**config.mk**
```make
export PLATFORM = sky130hd
export DESIGN_NAME = i2cr_slave_read
export DESIGN_NICKNAME = d
export VERILOG_FILES = /design/src/rtl/i2cr_buf2.v /design/src/rtl/i2cr_slave_read.v
export VERILOG_INCLUDE_DIRS = /design/src /design/src/rtl
export SDC_FILE = /design/constraint.sdc
export NUM_CORES = 1
export LEC_CHECK = 0
export ABC_AREA = 1
export BUFFER_PORTS_ARGS = -buffer_cell sky130_fd_sc_hd__buf_4
export CAP_MARGIN = 20
export CORE_ASPECT_RATIO = 1.75
export CORE_MARGIN = 2
export CORE_UTILIZATION = 58
export DETAILED_ROUTE_END_ITERATION = 10
export GPL_ROUTABILITY_DRIVEN = 0
export GPL_TIMING_DRIVEN = 0
export PLACE_DENSITY = 0.85
export SLEW_MARGIN = 20
export SYNTH_ARGS = -nofsm -noshare
export SYNTH_HDL_FRONTEND = slang
export SYNTH_SLANG_ARGS = --single-unit
```
**constraint.sdc**
```tcl
create_clock -name sys_clk -period 2.4 [get_ports sys_clk]
set_clock_uncertainty 0.2 [all_clocks]
set_input_delay 0.12 -clock sys_clk [delete_from_list [all_inputs] [get_ports sys_clk]]
set_output_delay 0.12 -clock sys_clk [all_outputs]
set_load 0.005 [all_outputs]
```
**src/rtl/i2cr_defines.vh**
```
// constants for the serial-bus register read slave
// assumes inclusion by bare name from the design files
`ifndef I2CR_DEFINES_VH
`define I2CR_DEFINES_VH
`define I2CR_SLAVE_ADDR      7'h31
`define I2CR_READ_ADDR_BYTE  8'h63
`define I2CR_BITS_PER_BYTE   4'h8
`define I2CR_IDLE_BYTE       8'hFF
`define I2CR_STRAP_SETTLE    2'h3
`define I2CR_ADDR_W          16
`define I2CR_DATA_W          8
`define I2CR_BUF_DEPTH       2
`endif

```
**src/rtl/i2cr_buf2.v**
```verilog
// small first-in first-out buffer between register source and byte shifter
// assumes one clock, synchronous active-high reset, flush from the same clock
`timescale 1ns/10ps
module i2cr_buf2 #(
  parameter WIDTH = 8,
  parameter DEPTH = 2,
  parameter AW    = 1
) (
  sys_clk,
  reset,
  flush,
  in_valid,
  in_ready,
  in_data,
  out_valid,
  out_ready,
  out_data
);
  input  wire             sys_clk;
  input  wire             reset;
  input  wire             flush;
  input  wire             in_valid;
  output wire             in_ready;
  input  wire [WIDTH-1:0] in_data;
  output wire             out_valid;
  input  wire             out_ready;
  output wire [WIDTH-1:0] out_data;

  reg [WIDTH-1:0] mem_q [0:DEPTH-1];
  reg [AW-1:0]    wr_ptr_q;
  reg [AW-1:0]    rd_ptr_q;
  reg [AW:0]      count_q;
  reg [AW:0]      count_d;
  reg             ready_q;
  reg             valid_q;
  wire            push;
  wire            pop;

  assign push      = in_valid & ready_q;
  assign pop       = out_ready & valid_q;
  assign in_ready  = ready_q;
  assign out_valid = valid_q;
  assign out_data  = mem_q[rd_ptr_q];

  function [AW-1:0] next_ptr;
    input [AW-1:0] p;
    begin
      if (p == DEPTH - 1)
        next_ptr = {AW{1'b0}};
      else
        next_ptr = p + 1'b1;
    end
  endfunction

  always @* begin
    count_d = count_q;
    if (flush)
      count_d = {(AW+1){1'b0}};
    else if (push & ~pop)
      count_d = count_q + 1'b1;
    else if (pop & ~push)
      count_d = count_q - 1'b1;
  end

  always @(posedge sys_clk) begin
    if (reset) begin
      wr_ptr_q <= {AW{1'b0}};
      rd_ptr_q <= {AW{1'b0}};
      count_q  <= {(AW+1){1'b0}};
      ready_q  <= 1'b0;
      valid_q  <= 1'b0;
    end else begin
      count_q <= count_d;
      // ready and valid registered so the ports come straight from flops
      ready_q <= (count_d < DEPTH);
      valid_q <= (count_d != 0);
      if (flush) begin
        wr_ptr_q <= {AW{1'b0}};
        rd_ptr_q <= {AW{1'b0}};
      end else begin
        if (push)
          wr_ptr_q <= next_ptr(wr_ptr_q);
        if (pop)
          rd_ptr_q <= next_ptr(rd_ptr_q);
      end
    end
  end

  always @(posedge sys_clk) begin
    if (push & ~flush)
      mem_q[wr_ptr_q] <= in_data;
  end
endmodule

```
**src/rtl/i2cr_slave_read.v**
```verilog
// serial-bus slave: read command path, mode strap capture and alarm pin
// assumes scl/sda/strap arrive asynchronously; register source and
// power-up sequencer run on sys_clk; write path owns target_addr
// Operation
// - acknowledge a read address byte whose seven address bits are 0110001b, else nack.
// - first byte from the target address, each further byte from the next address.
// - after a master nack, ignore the bus until the next start condition.
// - strap high selects master-mode power-up load, low leaves load to master.
// - alarm is shown by pulling the open-drain active-low pin low only.
// - while power-up holds the alarm low, every bus access is ignored; the code tests powerup_busy only at a start condition.
// - bytes go most significant bit first, followed by a ninth acknowledge clock.
`timescale 1ns/10ps
`include "i2cr_defines.vh"
module i2cr_slave_read #(
  parameter ADDR_W = `I2CR_ADDR_W,
  parameter DATA_W = `I2CR_DATA_W
) (
  sys_clk,
  reset,
  scl_in,
  sda_in,
  sda_out,
  sda_oe,
  mode_strap_in,
  master_boot,
  strap_valid,
  powerup_busy,
  alarm_req,
  alarm_out_n,
  alarm_oe,
  target_addr,
  rd_req,
  rd_addr,
  rd_data,
  rd_valid,
  rd_ready,
  read_active
);
  input  wire              sys_clk;
  input  wire              reset;
  input  wire              scl_in;
  input  wire              sda_in;
  output wire              sda_out;
  output wire              sda_oe;
  input  wire              mode_strap_in;
  output wire              master_boot;
  output wire              strap_valid;
  input  wire              powerup_busy;
  input  wire              alarm_req;
  output wire              alarm_out_n;
  output wire              alarm_oe;
  input  wire [ADDR_W-1:0] target_addr;
  output wire              rd_req;
  output wire [ADDR_W-1:0] rd_addr;
  input  wire [DATA_W-1:0] rd_data;
  input  wire              rd_valid;
  output wire              rd_ready;
  output wire              read_active;

  localparam [5:0] ST_IDLE   = 6'h01;
  localparam [5:0] ST_ADDR   = 6'h02;
  localparam [5:0] ST_AACK   = 6'h04;
  localparam [5:0] ST_TX     = 6'h08;
  localparam [5:0] ST_TXACK  = 6'h10;
  localparam [5:0] ST_IGNORE = 6'h20;

  reg              scl_s1_q, scl_s2_q, scl_s3_q;
  reg              sda_s1_q, sda_s2_q, sda_s3_q;
  reg              strap_s1_q, strap_s2_q;
  reg  [1:0]       settle_q;
  reg              strap_valid_q;
  reg              master_boot_q;
  reg  [5:0]       st_q;
  reg  [3:0]       bit_cnt_q;
  reg  [7:0]       shift_q;
  reg  [DATA_W-1:0] tx_q;
  reg              acked_q;
  reg              sda_oe_q;
  reg              alarm_oe_q;
  reg              active_q;
  reg              pend_q;
  reg              rd_req_q;
  reg  [ADDR_W-1:0] rd_addr_q;
  reg  [ADDR_W-1:0] fetch_addr_q;
  wire             scl_rise, scl_fall, bus_start, bus_stop;
  wire             load_now, addr_hit, flush, buf_push, buf_pop;
  wire             buf_in_ready, buf_valid;
  wire [DATA_W-1:0] buf_data;
  wire [DATA_W-1:0] next_byte;

  // edge detectors look only at second and third stages
  assign scl_rise  = scl_s2_q & ~scl_s3_q;
  assign scl_fall  = ~scl_s2_q & scl_s3_q;
  assign bus_start = scl_s2_q & scl_s3_q & sda_s3_q & ~sda_s2_q;
  assign bus_stop  = scl_s2_q & scl_s3_q & ~sda_s3_q & sda_s2_q;

  assign addr_hit  = (st_q == ST_ADDR) & scl_fall & (bit_cnt_q == `I2CR_BITS_PER_BYTE) &
                     (shift_q == `I2CR_READ_ADDR_BYTE) & (shift_q[7:1] == `I2CR_SLAVE_ADDR);
  assign load_now  = scl_fall & ((st_q == ST_AACK) | ((st_q == ST_TXACK) & acked_q));
  // an empty buffer at byte start sends all ones: no clock stretching here
  assign next_byte = buf_valid ? buf_data : `I2CR_IDLE_BYTE;
  assign buf_pop   = load_now & buf_valid;
  assign flush     = bus_start | bus_stop |
                     ((st_q == ST_TXACK) & scl_rise & sda_s2_q);
  // words answered after a flush are accepted and dropped
  assign buf_push  = rd_valid & active_q;

  assign sda_out     = 1'b0;
  assign sda_oe      = sda_oe_q;
  assign alarm_out_n = 1'b0;
  assign alarm_oe    = alarm_oe_q;
  assign master_boot = master_boot_q;
  assign strap_valid = strap_valid_q;
  assign rd_req      = rd_req_q;
  assign rd_addr     = rd_addr_q;
  assign read_active = active_q;

  i2cr_buf2 #(
    .WIDTH (DATA_W),
    .DEPTH (`I2CR_BUF_DEPTH),
    .AW    (1)
  ) u_buf (
    .sys_clk   (sys_clk),
    .reset     (reset),
    .flush     (flush),
    .in_valid  (buf_push),
    .in_ready  (buf_in_ready),
    .in_data   (rd_data),
    .out_valid (buf_valid),
    .out_ready (load_now),
    .out_data  (buf_data)
  );
  assign rd_ready = buf_in_ready;

  always @(posedge sys_clk) begin
    if (reset) begin
      scl_s1_q   <= 1'b1;
      scl_s2_q   <= 1'b1;
      scl_s3_q   <= 1'b1;
      sda_s1_q   <= 1'b1;
      sda_s2_q   <= 1'b1;
      sda_s3_q   <= 1'b1;
      strap_s1_q <= 1'b0;
      strap_s2_q <= 1'b0;
    end else begin
      scl_s1_q   <= scl_in;
      scl_s2_q   <= scl_s1_q;
      scl_s3_q   <= scl_s2_q;
      sda_s1_q   <= sda_in;
      sda_s2_q   <= sda_s1_q;
      sda_s3_q   <= sda_s2_q;
      strap_s1_q <= mode_strap_in;
      strap_s2_q <= strap_s1_q;
    end
  end

  // strap caught once, after the synchroniser has filled since release
  always @(posedge sys_clk) begin
    if (reset) begin
      settle_q      <= 2'h0;
      strap_valid_q <= 1'b0;
      master_boot_q <= 1'b0;
    end else if (!strap_valid_q) begin
      if (settle_q == `I2CR_STRAP_SETTLE) begin
        strap_valid_q <= 1'b1;
        master_boot_q <= strap_s2_q;
      end else begin
        settle_q <= settle_q + 2'h1;
      end
    end
  end

  always @(posedge sys_clk) begin
    if (reset)
      alarm_oe_q <= 1'b0;
    else
      alarm_oe_q <= powerup_busy | alarm_req;
  end

  always @(posedge sys_clk) begin
    if (reset) begin
      st_q      <= ST_IDLE;
      bit_cnt_q <= 4'h0;
      shift_q   <= 8'h00;
      tx_q      <= {DATA_W{1'b1}};
      acked_q   <= 1'b0;
      sda_oe_q  <= 1'b0;
    end else if (bus_start) begin
      sda_oe_q  <= 1'b0;
      bit_cnt_q <= 4'h0;
      acked_q   <= 1'b0;
      st_q      <= powerup_busy ? ST_IGNORE : ST_ADDR;
    end else if (bus_stop) begin
      sda_oe_q <= 1'b0;
      st_q     <= ST_IDLE;
    end else if (load_now) begin
      tx_q      <= next_byte;
      sda_oe_q  <= ~next_byte[DATA_W-1];
      bit_cnt_q <= 4'h1;
      acked_q   <= 1'b0;
      st_q      <= ST_TX;
    end else begin
      case (st_q)
        ST_IDLE: begin
          sda_oe_q <= 1'b0;
        end
        ST_ADDR: begin
          if (scl_rise && bit_cnt_q != `I2CR_BITS_PER_BYTE) begin
            shift_q   <= {shift_q[6:0], sda_s2_q};
            bit_cnt_q <= bit_cnt_q + 4'h1;
          end else if (scl_fall && bit_cnt_q == `I2CR_BITS_PER_BYTE) begin
            // write direction belongs to the write path; released line is a nack
            if (addr_hit) begin
              sda_oe_q <= 1'b1;
              st_q     <= ST_AACK;
            end else begin
              st_q <= ST_IGNORE;
            end
          end
        end
        ST_AACK: begin
          sda_oe_q <= 1'b1;
        end
        ST_TX: begin
          if (scl_fall) begin
            if (bit_cnt_q == `I2CR_BITS_PER_BYTE) begin
              sda_oe_q <= 1'b0;
              st_q     <= ST_TXACK;
            end else begin
              tx_q      <= {tx_q[DATA_W-2:0], 1'b1};
              sda_oe_q  <= ~tx_q[DATA_W-2];
              bit_cnt_q <= bit_cnt_q + 4'h1;
            end
          end
        end
        ST_TXACK: begin
          sda_oe_q <= 1'b0;
          if (scl_rise) begin
            if (sda_s2_q)
              st_q <= ST_IGNORE;
            else
              acked_q <= 1'b1;
          end
        end
        ST_IGNORE: begin
          sda_oe_q <= 1'b0;
        end
        default: begin
          sda_oe_q <= 1'b0;
          st_q     <= ST_IDLE;
        end
      endcase
    end
  end

  // prefetch: one request in flight, only while the buffer has room
  always @(posedge sys_clk) begin
    if (reset) begin
      active_q     <= 1'b0;
      pend_q       <= 1'b0;
      rd_req_q     <= 1'b0;
      rd_addr_q    <= {ADDR_W{1'b0}};
      fetch_addr_q <= {ADDR_W{1'b0}};
    end else begin
      rd_req_q <= 1'b0;
      if (rd_valid && buf_in_ready)
        pend_q <= 1'b0;
      if (flush) begin
        active_q <= 1'b0;
      end else if (addr_hit) begin
        active_q     <= 1'b1;
        fetch_addr_q <= target_addr;
      end else if (active_q && !pend_q && !rd_req_q && buf_in_ready) begin
        rd_req_q     <= 1'b1;
        rd_addr_q    <= fetch_addr_q;
        fetch_addr_q <= fetch_addr_q + 1'b1;
        pend_q       <= 1'b1;
      end
    end
  end
endmodule

```
== Yosys cells after proc, flatten, opt, wreduce, memory -nomap -nowiden ==
Memory sizes are Yosys's and may differ from the RTL's. A register that Yosys moved wholly into a read port is not among the register bits.
Index checks and enable logic that the tools add are counted.

* Register bits after elaboration: 81
* Bits in writable memories: 16
* Input bits: 32
* Logic and storage cells: 184
* Memories: 1

* Add/subtract/negate cells: 7
* Order comparisons: 1
* Equal/unequal tests: 26
* Muxes and demuxes: 51
* Bitwise logic cells: 40
* Reductions and logical operators: 30

{| class="wikitable"
|+ Memory list
! memory !! words !! bits a word !! rd ports !! clocked after memory_dff !! write ports !! RTL line !! RTL
|-
| u_buf.mem_q || 2 || 8 || 1 || 1 || 1 || i2cr_buf2.v:29 || <nowiki>reg [WIDTH-1:0] mem_q [0:DEPTH-1];</nowiki>
|}

{| class="wikitable"
|+ Operators with widths
! cell !! number
|-
| 6-bit 2-to-1 mux || 11
|-
| 16-bit 2-to-1 mux || 2
|-
| 7-bit 2-to-1 mux || 4
|-
| 5-bit by 4-bit inequality test with 1-bit output, second input constant || 5
|-
| 6-bit case mux with 4 select lines || 1
|-
| 1-bit 2-to-1 mux || 23
|-
| 1-bit bitwise AND || 21
|-
| 16-bit by 1-bit adder with 16-bit output, second input constant || 1
|-
| 4-bit 2-to-1 mux || 4
|-
| 1-bit inverter || 15
|-
| 5-bit AND reduction || 3
|-
| 3-bit by 2-bit inequality test with 1-bit output, second input constant || 4
|-
| 2-bit nonzero test || 6
|-
| 3-bit OR reduction || 3
|-
| 8-bit by 7-bit == test with 1-bit output, second input constant || 1
|-
| 8-bit 2-to-1 mux || 1
|-
| 4-bit case mux with 2 select lines || 1
|-
| 4-bit AND reduction || 2
|-
| 7-bit by 6-bit == test with 1-bit output, second input constant || 1
|-
| 7-bit AND reduction || 1
|-
| 6-bit by 1-bit == test with 1-bit output, second input constant || 1
|-
| 6-bit by 2-bit == test with 1-bit output, second input constant || 1
|-
| 6-bit by 3-bit == test with 1-bit output, second input constant || 1
|-
| 6-bit by 4-bit == test with 1-bit output, second input constant || 1
|-
| other kinds (23) || 41
|}

== Longest topological paths before layout ==
Gate-level depths: netlist of the first run.

* Word-level depth: 13
* Gate-level depth with buffers: 14
* Mapped depth without buffers: 14

== Modules after synthesis ==
From an unflattened synthesis of the first run, not the netlist that was laid out.

* Cells, all modules: 598
* Area, all modules: 4673.2 µm²

{| class="wikitable"
|+ By module, submodules not included
! module !! instances !! cells each !! area an instance (µm²) !! sequential area each (µm²)
|-
| i2cr_slave_read || 1 || 530 || 3788.6 || 1501.4
|-
| i2cr_buf2 || 1 || 68 || 884.6 || 620.6
|}

== Worst setup path before layout of the first run ==
Ideal clock, no wire load.

* Path kind: flip-flop to flip-flop
* From: register st_q[1]
* To: memory u_buf.mem_q[1][0], enable pin
* Setup time: 0.383 ns
* Data arrival time: 1.487 ns
* Required time: 1.817 ns
* Slack: 0.329 ns
* Cell stages (with the launch flop): 6
* Period minus slack after synthesis: 2.071 ns
* Cell sequence: dfxtp_1 nor2_2 and3_2 nand2_1 nand2_1 nor3_1

* Cells in the longest elaborated chain, start to end: 8

{| class="wikitable"
|+ RTL lines
! what !! RTL line !! RTL
|-
| from (decl) || i2cr_slave_read.v:73 || <nowiki>reg [5:0] st_q;</nowiki>
|-
| from (signal assigned) || i2cr_slave_read.v:192 || <nowiki>st_q <= powerup_busy ? ST_IGNORE : ST_ADDR;</nowiki>
|-
| 6-bit by 5-bit == test with 1-bit output || i2cr_slave_read.v:104 || <nowiki>((st_q == ST_TXACK) & scl_rise & sda_s2_q);</nowiki>
|-
| 1-bit bitwise AND (2 in a row) || i2cr_slave_read.v:104 ||
|-
| 1-bit bitwise OR || i2cr_slave_read.v:103 || <nowiki>assign flush = bus_start | bus_stop |</nowiki>
|-
| 1-bit inverter || i2cr_buf2.v:90 || <nowiki>if (push & ~flush)</nowiki>
|-
| 1-bit bitwise AND || i2cr_buf2.v:90 ||
|-
| 1-bit 2-to-1 mux || i2cr_buf2.v:90 ||
|-
| 1-bit 2-to-1 mux (implied by the code) || i2cr_buf2.v:91 || <nowiki>mem_q[wr_ptr_q] <= in_data;</nowiki>
|-
| to (decl) || i2cr_buf2.v:29 ||
|}

No other way between the ends.

== Worst setup path after layout of the first run ==
* From: register bit_cnt_q[0]
* To: register rd_addr_q[4] (netlist: rd_addr[4])

* Cells in the longest elaborated chain, start to end: 6

{| class="wikitable"
|+ RTL lines
! what !! RTL line !! RTL
|-
| from (decl) || i2cr_slave_read.v:74 || <nowiki>reg [3:0] bit_cnt_q;</nowiki>
|-
| from (signal assigned) || i2cr_slave_read.v:210 || <nowiki>bit_cnt_q <= bit_cnt_q + 4'h1;</nowiki>
|-
| from (signal assigned) || i2cr_slave_read.v:232 || <nowiki>bit_cnt_q <= bit_cnt_q + 4'h1;</nowiki>
|-
| 4-bit == test (no line) || -- ||
|-
| 1-bit bitwise AND (3 in a row) || i2cr_slave_read.v:97 || <nowiki>assign addr_hit = (st_q == ST_ADDR) & scl_fall & (bit_cnt_q == `I2CR_BITS_PER_BYTE) &</nowiki>
|-
| 1-bit inverter (no line) || -- ||
|-
| 3-bit AND reduction (no line) || -- ||
|-
| to (signal assigned) || i2cr_slave_read.v:262 || <nowiki>rd_addr_q <= {ADDR_W{1'b0}};</nowiki>
|-
| to (signal assigned) || i2cr_slave_read.v:275 || <nowiki>rd_addr_q <= fetch_addr_q;</nowiki>
|-
| to (decl) || i2cr_slave_read.v:83 || <nowiki>reg [ADDR_W-1:0] rd_addr_q;</nowiki>
|}

No other way between the ends.
A chain may end at the register's enable or synchronous reset.

==> key figures, run 1 <==
Die
  – Row cnt: 42
  – Die Area: 8490 µm²
  – Die Ht: 120 µm
  – Initial Util: 59.8%
  – Die Span X: 70.5 µm
  – Core Area: 7510 µm²
  – Top Ports: 57

STA
  – Period utilisation layout: 92.9%
  – RSZ-0062 raised after global routing: no
  – Final Max Slew Viols: 0
  – Hold Fails Final Rpt: 0
  – Final setup vio count: 0
  – Min Clock Period, post-route: 2.23 ns
  – Relative slew slack: 53.9%
  – Fmax: 449 MHz
  – Setup TNS: 0 ns
  – Final worst setup slack: 0.171 ns
  – Final Hold Slack: 0.0623 ns
  – Worst-Margin Slew: 0.688 ns

Power and ir drop
  – P_leak: 2.42 nW
  – PwrDens: 663 nW/µm²
  – Peak VDD IR: 0.000605 V

Synth
  – Compound-gate portion of the synthesized area: 13.1%
  – Mapped cell area: 4490 µm²
  – Largest family of logic cells by synthesized area: simple AND/OR/NAND/NOR gates
  – Mean Syn Cell Area: 7.72 µm²
  – Post-Synth Simple-Gate Area: 28.6%
  – Post-synth top area cell: dfxtp_1
  – Synth warnings: 0
  – Cells after Synth: 582
  – Post-synth top area share: 36.6%
  – FFs w/ async S/R, synth: 0%
  – Number of synthesized flops with an enable pin: 16
  – Synth Area in Adders: 1.11%
  – Xor/xnor share of the synthesized area: 1.76%
  – Synth top cells by count: 108 x nand2_1, 82 x dfxtp_1, 69 x nor2_1
  – Seq/Total Area, Yosys: 47.3%
  – Largest cells by area after synthesis: dfxtp_1 37%, edfxtp_1 11%, nand2_1 9.0%
  – Most numerous cell in the Yosys netlist: nand2_1
  – Ys flop type: dfxtp_1
  – Mux share of post-synthesis cell area: 0%
  – Yosys reg bits: 98
  – Library cells used by synthesis: 40

Setup path
  – CP required: 2.47 ns
  – Critical Path End Type: flip-flop
  – Slowest stage delay, CP: 0.38 ns
  – Reg2reg start: bit_cnt_q[0]$_SDFFE_PP0P_
  – Crit path from: bit_cnt_q[0]$_SDFFE_PP0P_
  – CP cell instances: inv_1 > ha_1 > nand2_1 > nor2_1 > inv_1 > nor2_4 > nand3_4 > clkinv_2 > nor2_4 > buf_6 > o21ai_1 > a21oi_1
  – WP depth: 12
  – Crit path max fanout: 10
  – Critical path's top delay family: simple AND/OR/NAND/NOR gates
  – Crit start category: flip-flop
  – Worst path slowest cell: dfxtp_1
  – CP arrival: 2.30 ns
  – Worst R2R End: rd_addr[4]$_SDFFE_PP0P_
  – WS Path Type: reg -> reg
  – Buf+Inv Stages, Crit Path: 4
  – Reg2Reg Setup Slack: 0.17 ns
  – Worst R2R Path Depth: 12
  – CP endpoint: rd_addr[4]$_SDFFE_PP0P_

Clocking
  – # clock sinks: 98
  – Clk root buf: clkbuf_16
  – Skew-Pair Late Insertion Delay: 0.34 ns
  – CTS Buf Count: 9
  – H-tree levels: 3
  – Deepest clock path buffer count: 2
  – CTS tree: done
  – Clk pin slew, worst setup/hold paths: 0.07 ns

Drt
  – Final WL: 12,200 µm
  – Drt wl/cell: 15.8 µm
  – Routed Antenna Nets: 0
  – DRT Pass-1 Iters: 6
  – Vias per cell: 5.65
  – DRC viols: 0
  – Iter 0 DRT Violations: 403
  – Vias: 4,351

Final layout
  – Area growth syn-to-layout: 24.9%
  – Post-route design area: 5610 µm²
  – Layout cells sized above 1: 16.3%
  – Antenna Cells: 0
  – Finished Layout Cells: 770
  – Layout Nets: 713

Placement
  – IO Port Bufs: 53
  – Dpl ws: -0.166 ns
  – Post-DP HPWL: 8270 µm
  – Dpl cells: 724
  – Placement Cell Area: 5000 µm²

Global route
  – Number of global-route vias before repair: 4,236
  – Pin count of the biggest net entering global routing: 16
  – First-pass GRT wire length: 19,400 µm
  – Gr usage total: 29.5%
  – Total grt overflow: 0
  – Initial antenna violation count: 0

Status
  – Status: completed

Worst hold path
  – Min-delay worst type: in -> reg

Flow run
  – MaxCap Viol Count: 0
-- metrics by stage --
step	util (%)	power (mW)
floorplan	-	2.11
global placement	66.6	2.23
detailed placement	66.6	2.26
CTS	74.6	3.71
global route	74.6	3.87
finish	74.6	3.72
-- metal layers --
metal | wire length, µm | global-route usage (%)
met3 | 508 | 5.67
met2 | 6750 | 56.3
met4 | 728 | 19.6
met5 | 0 | 0
met1 | 4170 | 27.4
-- sequential cells by signal, summed over array words and instances (netlist names), 2 cells and up, named ones only --
register	count
tx_q	7
bit_cnt_q	4
settle_q	2
u_buf.mem_q	16
rd_addr	16
u_buf.count_q	2
shift_q	8
fetch_addr_q	16
st_q	6
-- logic make-up after synthesis --
group | count (synthesis)
XOR/XNOR | 9
AND/OR/NAND/NOR | 277
other | 1
flip-flops | 98
AO/OA/AOI/OAI | 110
adder cells (fa/ha/maj) | 4
buffers and inverters | 83
-- layout make-up --
class	instances	area [µm²]
clock buffers	12	246
repair buffers	83	698
well taps	88	110
multi-input cells	402	2020
clock inverters	4	51.3
flip-flops and latches	98	2120
fillers	522	1910
inverters	66	251
plain buffers	17	111
-- what timing repair did --
item                                    in CTS  in global routing
endpoints found under the setup margin       8                  2
hold buffers                                30                  0
resized for setup                            1                  1
cloned                                       0                  0
hold endpoints to repair                    38                  0
setup buffers                                0                  0
-- cell usage in the layout (no fill, tap or decap), types with 3 or more instances in the layout --
master,instances
o21ai_1,6
xor2_1,7
nand2_2,3
nor3_1,10
buf_4,55
dlygate4sd3_1,30
nand2_1,108
nor2_4,3
dfxtp_1,82
nand3_1,43
a21oi_1,40
clkbuf_16,9
buf_6,5
o21ai_0,48
inv_2,3
clkbuf_1,10
nor2_2,6
or2_2,10
edfxtp_1,16
nand4_1,15
ha_1,4
nor2_1,68
inv_1,60
o211ai_1,12
-- worst min path at each step --
stage | startpoint | endpoint | slack [ns] | cells past startpoint
finish | reset | sda_s2_q$_SDFF_PP1_ | 0.06 | 2
global route | target_addr[1] | fetch_addr_q[1]$_SDFFE_PP0P_ | 0.05 | 5
CTS | target_addr[1] | fetch_addr_q[1]$_SDFFE_PP0P_ | 0.02 | 5
detailed placement | rd_data[4] | u_buf.mem_q[1][4]$_DFFE_PP_ | 0.11 | 1
global placement | rd_data[0] | u_buf.mem_q[0][0]$_DFFE_PP_ | 0.11 | 1
floorplan | rd_data[0] | u_buf.mem_q[0][0]$_DFFE_PP_ | 0.02 | 0
-- power by group --
part / internal, mW / total [mW] / switching [mW]
clock: 0.837 / 1.45 / 0.608
sequential: 1.73 / 1.78 / 0.0505
combinational: 0.206 / 0.495 / 0.289
Power figures use the tool's default switching activity.
==> run 2, diff against run 1 <==
Settings changed: CORE_MARGIN 2 to not set, MAX_ROUTING_LAYER set to met4.
==> run 2 against run 1 <==
Final area rose by 0.60%. Critical path depth unchanged. First-iteration DRC count is 15% lower. Critical path type unchanged. Critical endpoint is now rd_addr[1]$_SDFFE_PP0P_. Worst hold slack worse by 0.022 ns. Flip-flop and latch count is the same. Die area is 4.5% lower. Clock-buffer cell count down 3.
==> key figures, run 2 (same netlist as run 1, synthesis figures left out) <==
Clocking
  – H-tree levels: 3 (unchanged)
  – Clk pin slew, worst setup/hold paths: 0.07 ns (about the same)
  – Skew-Pair Late Insertion Delay: 0.35 ns (about the same)
  – Deepest clock path buffer count: 2 (unchanged)
  – CTS tree: done
  – # clock sinks: 98 (unchanged)
  – CTS Buf Count: 9 (unchanged)
  – Clk root buf: clkbuf_16

Final layout
  – Number of fill cells: 498 (-4.6%)
  – Antenna Cells: 0 (unchanged)
  – Layout Nets: 714 (+0.14%)
  – Most common cell after layout, fill and taps aside: nand2_1
  – Register Area: 2120 µm² (unchanged)
  – Layout cells sized above 1: 16.5% (+0.27 points)
  – Finished Layout Cells: 771 (+0.13%)
  – Multi-input gate area: 2020 µm² (unchanged)
  – Most frequent cells in the layout: 108 x nand2_1, 82 x dfxtp_1, 68 x nor2_1
  – Area growth syn-to-layout: 25.6%
  – Final core utilization: 75.1% (+0.45 points)

Worst hold path
  – Hold Path Depth: 2 (unchanged)
  – Min-delay worst type: in -> reg
  – Hold wc startpoint: reset
  – Worst Hold End: scl_s2_q$_SDFF_PP1_

Drt
  – Drt wl/cell: 16.1 µm (+1.7%)
  – Vias: 4,434 (+1.9%)
  – DRT Pass-1 Iters: 5 (-1)
  – DRC viols: 0 (unchanged)
  – Vias per cell: 5.75 (+1.8%)
  – Iter 0 DRT Violations: 343 (-15%)
  – Final WL: 12,400 µm (+1.9%)
  – Routed Antenna Nets: 0 (unchanged)

Flow run
  – MaxCap Viol Count: 0 (unchanged)

Power and ir drop
  – Part of the power in registers: 46.6% (-1.2 points)
  – PwrDens: 678 nW/µm² (+2.2%)
  – Gate power share: 13.1% (-0.2 points)
  – Clock group share of total power: 40.3% (+1.4 points)
  – Psw: 1.05 mW (+10%)
  – P_leak: 2.44 nW (+0.67%)
  – Internal power: 2.78 mW (+0.23%)
  – Net Sw Frac: 27.3% (+1.8 points)
  – Peak VDD IR: 0.000641 V (+5.8%)

Placement
  – Dpl ws: -0.0827 ns (+0.0833 ns)
  – Post-DP HPWL: 8260 µm (-0.22%)
  – Dpl cells: 724 (unchanged)
  – IO Port Bufs: 53 (unchanged)

Global route
  – Total grt overflow: 0 (unchanged)
  – Number of global-route vias before repair: 4,441 (+4.8%)
  – Busiest layer in global routing: met2
  – First-pass GRT wire length: 20,000 µm (+3.5%)
  – Pin count of the biggest net entering global routing: 20 (+4)
  – Met3 Usage GRT: 6.56% (+0.90 points)
  – Met1 track demand over resource: 32.8% (+5.4 points)
  – Initial antenna violation count: 0 (unchanged)
  – Gr usage total: 34.3% (+4.7 points)
  – Global Route met2 Usage: 58.6% (+2.3 points)

STA
  – Relative slew slack: 55.5% (+1.6 points)
  – Worst-Margin Slew: 0.666 ns (-0.0221 ns)
  – Period utilisation layout: 90.8% (-2.1 points)
  – Fmax: 459 MHz (+2.3%)
  – RSZ-0062 raised after global routing: no
  – Final setup vio count: 0 (unchanged)
  – Min Clock Period, post-route: 2.18 ns (-0.0510 ns)
  – Final worst setup slack: 0.222 ns (+0.0510 ns)
  – Setup TNS: 0 ns (unchanged)
  – Final Max Slew Viols: 0 (unchanged)
  – Hold Fails Final Rpt: 0 (unchanged)

Setup path
  – Crit path max fanout: 10 (unchanged)
  – WS Path Type: reg -> reg
  – Crit start category: flip-flop
  – Reg2Reg Setup Slack: 0.22 ns (+0.05 ns)
  – Critical path's top delay family: simple AND/OR/NAND/NOR gates
  – Reg2reg start: bit_cnt_q[0]$_SDFFE_PP0P_
  – CP required: 2.48 ns (about the same)
  – Buf+Inv Stages, Crit Path: 4 (unchanged)
  – CP cell instances: inv_1 > ha_1 > nand2_1 > nor2_1 > inv_1 > nor2_4 > nand3_4 > clkinv_2 > nor2_4 > buf_6 > o21ai_1 > a21oi_1
  – Slowest stage delay, CP: 0.37 ns (about the same)
  – Worst path slowest cell: dfxtp_1
  – Worst R2R Path Depth: 12 (unchanged)
  – Worst R2R End: rd_addr[1]$_SDFFE_PP0P_
  – CP arrival: 2.26 ns (-0.04 ns)
  – Critical Path End Type: flip-flop

Die
  – Die Ht: 118 µm (-1.7%)
  – Initial Util: 59.8% (unchanged)
  – Die Area: 8110 µm² (-4.5%)
  – Die Span X: 68.5 µm (-2.8%)
  – Row cnt: 42 (unchanged)
  – Top Ports: 57 (unchanged)
  – Core Area: 7510 µm² (unchanged)

Status
  – Status: completed
run 2: cell count changes in the layout (fill, tap and decap cells not counted):
cell / delta
inv_8: +3
clkbuf_1: -2
clkbuf_8: -1
clkinv_2: -1
clkinv_4: -1
clkinv_8: +1
dlygate4sd3_1: +1
inv_6: +1
run 2: timing repair:
action,in CTS,in global routing
buffers inserted,0,0
pin swaps,0,0
gates resized for setup,1,1
endpoints found under the hold margin,40,0
endpoints found under the setup margin,8,2
hold buffers,31,0
run 2: routing by layer:
metal  part of all wire [%]  routed length, µm
met1                     34               4200
met2                     55               6790
met3                    5.1                629
met4                    6.1                758
met5                      0                  0
run 2: worst max path at each step:
stage                                   start                           to  slack, ns  cells after the start
CTS                 bit_cnt_q[0]$_SDFFE_PP0P_      shift_q[4]$_SDFFE_PP0P_       0.14                     10
global placement         st_q[3]$_SDFFE_PP0P_  u_buf.mem_q[1][5]$_DFFE_PP_       0.02                      5
detailed placement       st_q[3]$_SDFFE_PP0P_  u_buf.mem_q[1][5]$_DFFE_PP_      -0.08                      5
finish              bit_cnt_q[0]$_SDFFE_PP0P_      rd_addr[1]$_SDFFE_PP0P_       0.22                     12
floorplan                st_q[1]$_SDFFE_PP0P_  u_buf.mem_q[1][0]$_DFFE_PP_       0.33                      5
global route             st_q[3]$_SDFFE_PP0P_  u_buf.mem_q[0][7]$_DFFE_PP_       0.04                      5
run 2: final cells by class:
cell class / instances / area share [%]
plain buffers: 17 / 1.97
clock buffers: 9 / 3.99
clock inverters: 7 / 1.71
inverters: 66 / 4.46
multi-input cells: 402 / 35.8
flip-flops and latches: 98 / 37.6
well taps: 88 / 1.95
repair buffers: 84 / 12.6
run 2: power by group through the flow:
| stage | Sequential (mW) | Clock, mW | Combinational [mW] |
|---|---|---|---|
| floorplan | 1.80 | 0 | 0.309 |
| global placement | 1.81 | 0 | 0.424 |
| detailed placement | 1.82 | 0 | 0.442 |
| CTS | 1.78 | 1.55 | 0.493 |
| global route | 1.79 | 1.61 | 0.565 |
| finish | 1.78 | 1.54 | 0.502 |
run 2: through the flow:
step           power [mW]  hold WS (ns)  cell area [µm²]
2_1_floorplan        2.11        0.0189             4490
3_3_place_gp         2.24         0.107             5000
3_5_place_dp         2.26         0.108             5000
4_1_cts              3.82        0.0301             5640
5_1_grt              3.97         0.102             5640
6_report             3.82        0.0406             5640
==> run 3, diff against run 2 <==
Settings changed: CORE_ASPECT_RATIO 1.75 to not set.
==> run 3 against run 2 <==
Clock power decreased by 24%. Global-route usage shrank 3.9 points. Die area down 0.17%. Via count down 1.9%. Worst hold slack worse by 0.011 ns. Critical path depth fell by 7. Total power is 9.8% lower. Final cell count up 1.4%. Routed wire length fell by 9.3%. Utilization is 0.27 points higher. Non-clock buffer count unchanged. First-iteration DRC count is 7.9% lower. Highest routed layer unchanged.
==> key figures, run 3 (same netlist as run 1, synthesis figures left out) <==
Final layout
  – Post-route design area: 5550 µm² (-1.6%)
  – Layout Nets: 714 (unchanged)
  – Most frequent cells in the layout: 108 x nand2_1, 82 x dfxtp_1, 68 x nor2_1
  – Final core utilization: 75.3% (+0.27 points)
  – Most common cell after layout, fill and taps aside: nand2_1
  – Layout cells sized above 1: 16.5% (unchanged)
  – Antenna Cells: 0 (unchanged)
  – Area growth syn-to-layout: 23.7%

Power and ir drop
  – P_leak: 2.39 nW (-1.8%)
  – Peak VDD IR: 0.000406 V (-37%)
  – PwrDens: 621 nW/µm² (-8.4%)

Setup path
  – Worst R2R Path Depth: 5 (-7)
  – Worst path slowest cell: nor3_2
  – Slowest stage delay, CP: 0.57 ns (+0.20 ns)
  – CP cell instances: nor2_2 > and3_2 > nand2_1 > nand2_1 > nor3_2
  – WP depth: 5 (-7)
  – Buf+Inv Stages, Crit Path: 0 (-4)
  – Crit start category: flip-flop
  – CP required: 2.21 ns (-0.27 ns)
  – CP arrival: 2.02 ns (-0.24 ns)
  – Crit path max fanout: 8 (-2)
  – Reg2Reg Setup Slack: 0.20 ns (-0.02 ns)
  – Critical path's top delay family: simple AND/OR/NAND/NOR gates
  – Crit path from: st_q[1]$_SDFFE_PP0P_
  – Worst R2R End: u_buf.mem_q[1][5]$_DFFE_PP_
  – WS Path Type: reg -> reg
  – Most frequent CP cell: nand2_1
  – Critical Path End Type: flip-flop
  – Reg2reg start: st_q[1]$_SDFFE_PP0P_

Global route
  – Number of global-route vias before repair: 4,242 (-4.5%)
  – First-pass GRT wire length: 19,300 µm (-3.6%)
  – Total grt overflow: 0 (unchanged)
  – Pin count of the biggest net entering global routing: 20 (unchanged)
  – Initial antenna violation count: 0 (unchanged)
  – Gr usage total: 30.4% (-3.9 points)

Drt
  – Final WL: 11,200 µm (-9.3%)
  – DRT Pass-1 Iters: 6 (+1)
  – Vias: 4,349 (-1.9%)
  – DRC viols: 0 (unchanged)
  – Drt wl/cell: 14.4 µm (-11%)
  – Iter 0 DRT Violations: 316 (-7.9%)
  – Routed Antenna Nets: 0 (unchanged)
  – Vias per cell: 5.56 (-3.3%)

Worst hold path
  – Hold Path Depth: 2 (unchanged)
  – Worst Hold End: sda_s1_q$_SDFF_PP1_
  – Hold wc startpoint: reset
  – Min-delay worst type: in -> reg

Die
  – Initial Util: 60.9% (+1.2 points)
  – Die Area: 8100 µm² (-0.17%)
  – Die Ht: 90.0 µm (-24%)
  – Core Area: 7370 µm² (-1.9%)
  – Row cnt: 31 (-26%)
  – Top Ports: 57 (unchanged)
  – Die Span X: 90.0 µm (+31%)

STA
  – Hold Fails Final Rpt: 0 (unchanged)
  – Setup TNS: 0 ns (unchanged)
  – Final setup vio count: 0 (unchanged)
  – Min Clock Period, post-route: 2.20 ns (+0.0228 ns)
  – Relative slew slack: 53.9% (-1.6 points)
  – RSZ-0062 raised after global routing: no
  – Worst-Margin Slew: 0.688 ns (+0.0226 ns)
  – Fmax: 454 MHz (-1.0%)
  – Final Hold Slack: 0.0297 ns (-0.0108 ns)
  – Final Max Slew Viols: 0 (unchanged)
  – Period utilisation layout: 91.7% (+0.95 points)

Clocking
  – # clock sinks: 98 (unchanged)
  – Clk root buf: clkbuf_8
  – CTS Buf Count: 9 (unchanged)
  – Skew-Pair Late Insertion Delay: 0.37 ns (+0.02 ns)
  – Clk pin slew, worst setup/hold paths: 0.10 ns (+0.03 ns)
  – H-tree levels: 3 (unchanged)
  – Deepest clock path buffer count: 2 (unchanged)
  – CTS tree: done

Status
  – Status: completed

Placement
  – IO Port Bufs: 53 (unchanged)
  – Post-DP HPWL: 7700 µm (-6.8%)
  – Placement Cell Area: 5020 µm² (+0.28%)

Flow run
  – MaxCap Viol Count: 0 (unchanged)
==> run 3: cell types whose count changed in the layout (fill, tap and decap cells not counted) <==
cell | before | now
clkbuf_16 | 9 | 0
clkbuf_8 | 0 | 9
clkinv_4 | 0 | 2
clkinvlp_4 | 1 | 0
inv_8 | 3 | 2
==> run 3: report_power, final <==
| group | leakage (nW) | switching (mW) | internal [mW] |
|---|---|---|---|
| Clock | 0.111 | 0.653 | 0.513 |
| Combinational | 1.47 | 0.296 | 0.206 |
| Sequential | 0.808 | 0.0531 | 1.73 |
| Total | 2.39 | 1.00 | 2.45 |
==> run 3: cell type report <==
type | count | area, µm²
Sequential cell | 98 | 2120
Multi-Input combinational cell | 402 | 2020
Fill cell | 544 | 1820
Timing Repair Buffer | 84 | 708
Inverter | 66 | 251
Clock buffer | 9 | 124
Tap cell | 99 | 124
Buffer | 17 | 111
Clock inverter | 7 | 95.1
==> run 3: worst max-delay path by stage <==
stage	endpoint	slack, ns
2_1_floorplan	u_buf.mem_q[1][0]$_DFFE_PP_	0.33
3_3_place_gp	u_buf.mem_q[1][4]$_DFFE_PP_	-0.03
3_5_place_dp	u_buf.mem_q[1][4]$_DFFE_PP_	-0.11
4_1_cts	shift_q[7]$_SDFFE_PP0P_	0.18
5_1_grt	rd_addr[9]$_SDFFE_PP0P_	0.02
6_report	u_buf.mem_q[1][5]$_DFFE_PP_	0.20
==> run 3: metal layers <==
metal	global-route usage (%)	vias up	wire (µm)
met3	5.84	32	728
met2	50.0	188	5420
met1	36.4	2015	4760
li1	-	2114	-
met4	13.3	0	322
met5	-	-	0
==> run 3: metrics by stage <==
stage	power [mW]	setup WS, ns	cells
after floorplan	2.11	0.329	583
after global placement	2.23	-0.0337	735
after detailed placement	2.26	-0.113	735
after CTS	3.43	0.177	782
after global routing	3.58	0.0181	782
final	3.45	0.199	782
==> run 3: repair_timing <==
action | CTS | global route
buffers inserted | 0 | 0
setup endpoints to repair | 8 | 5
endpoints found under the hold margin | 40 | 0
resized for setup | 1 | 1
hold buffers | 31 | 0
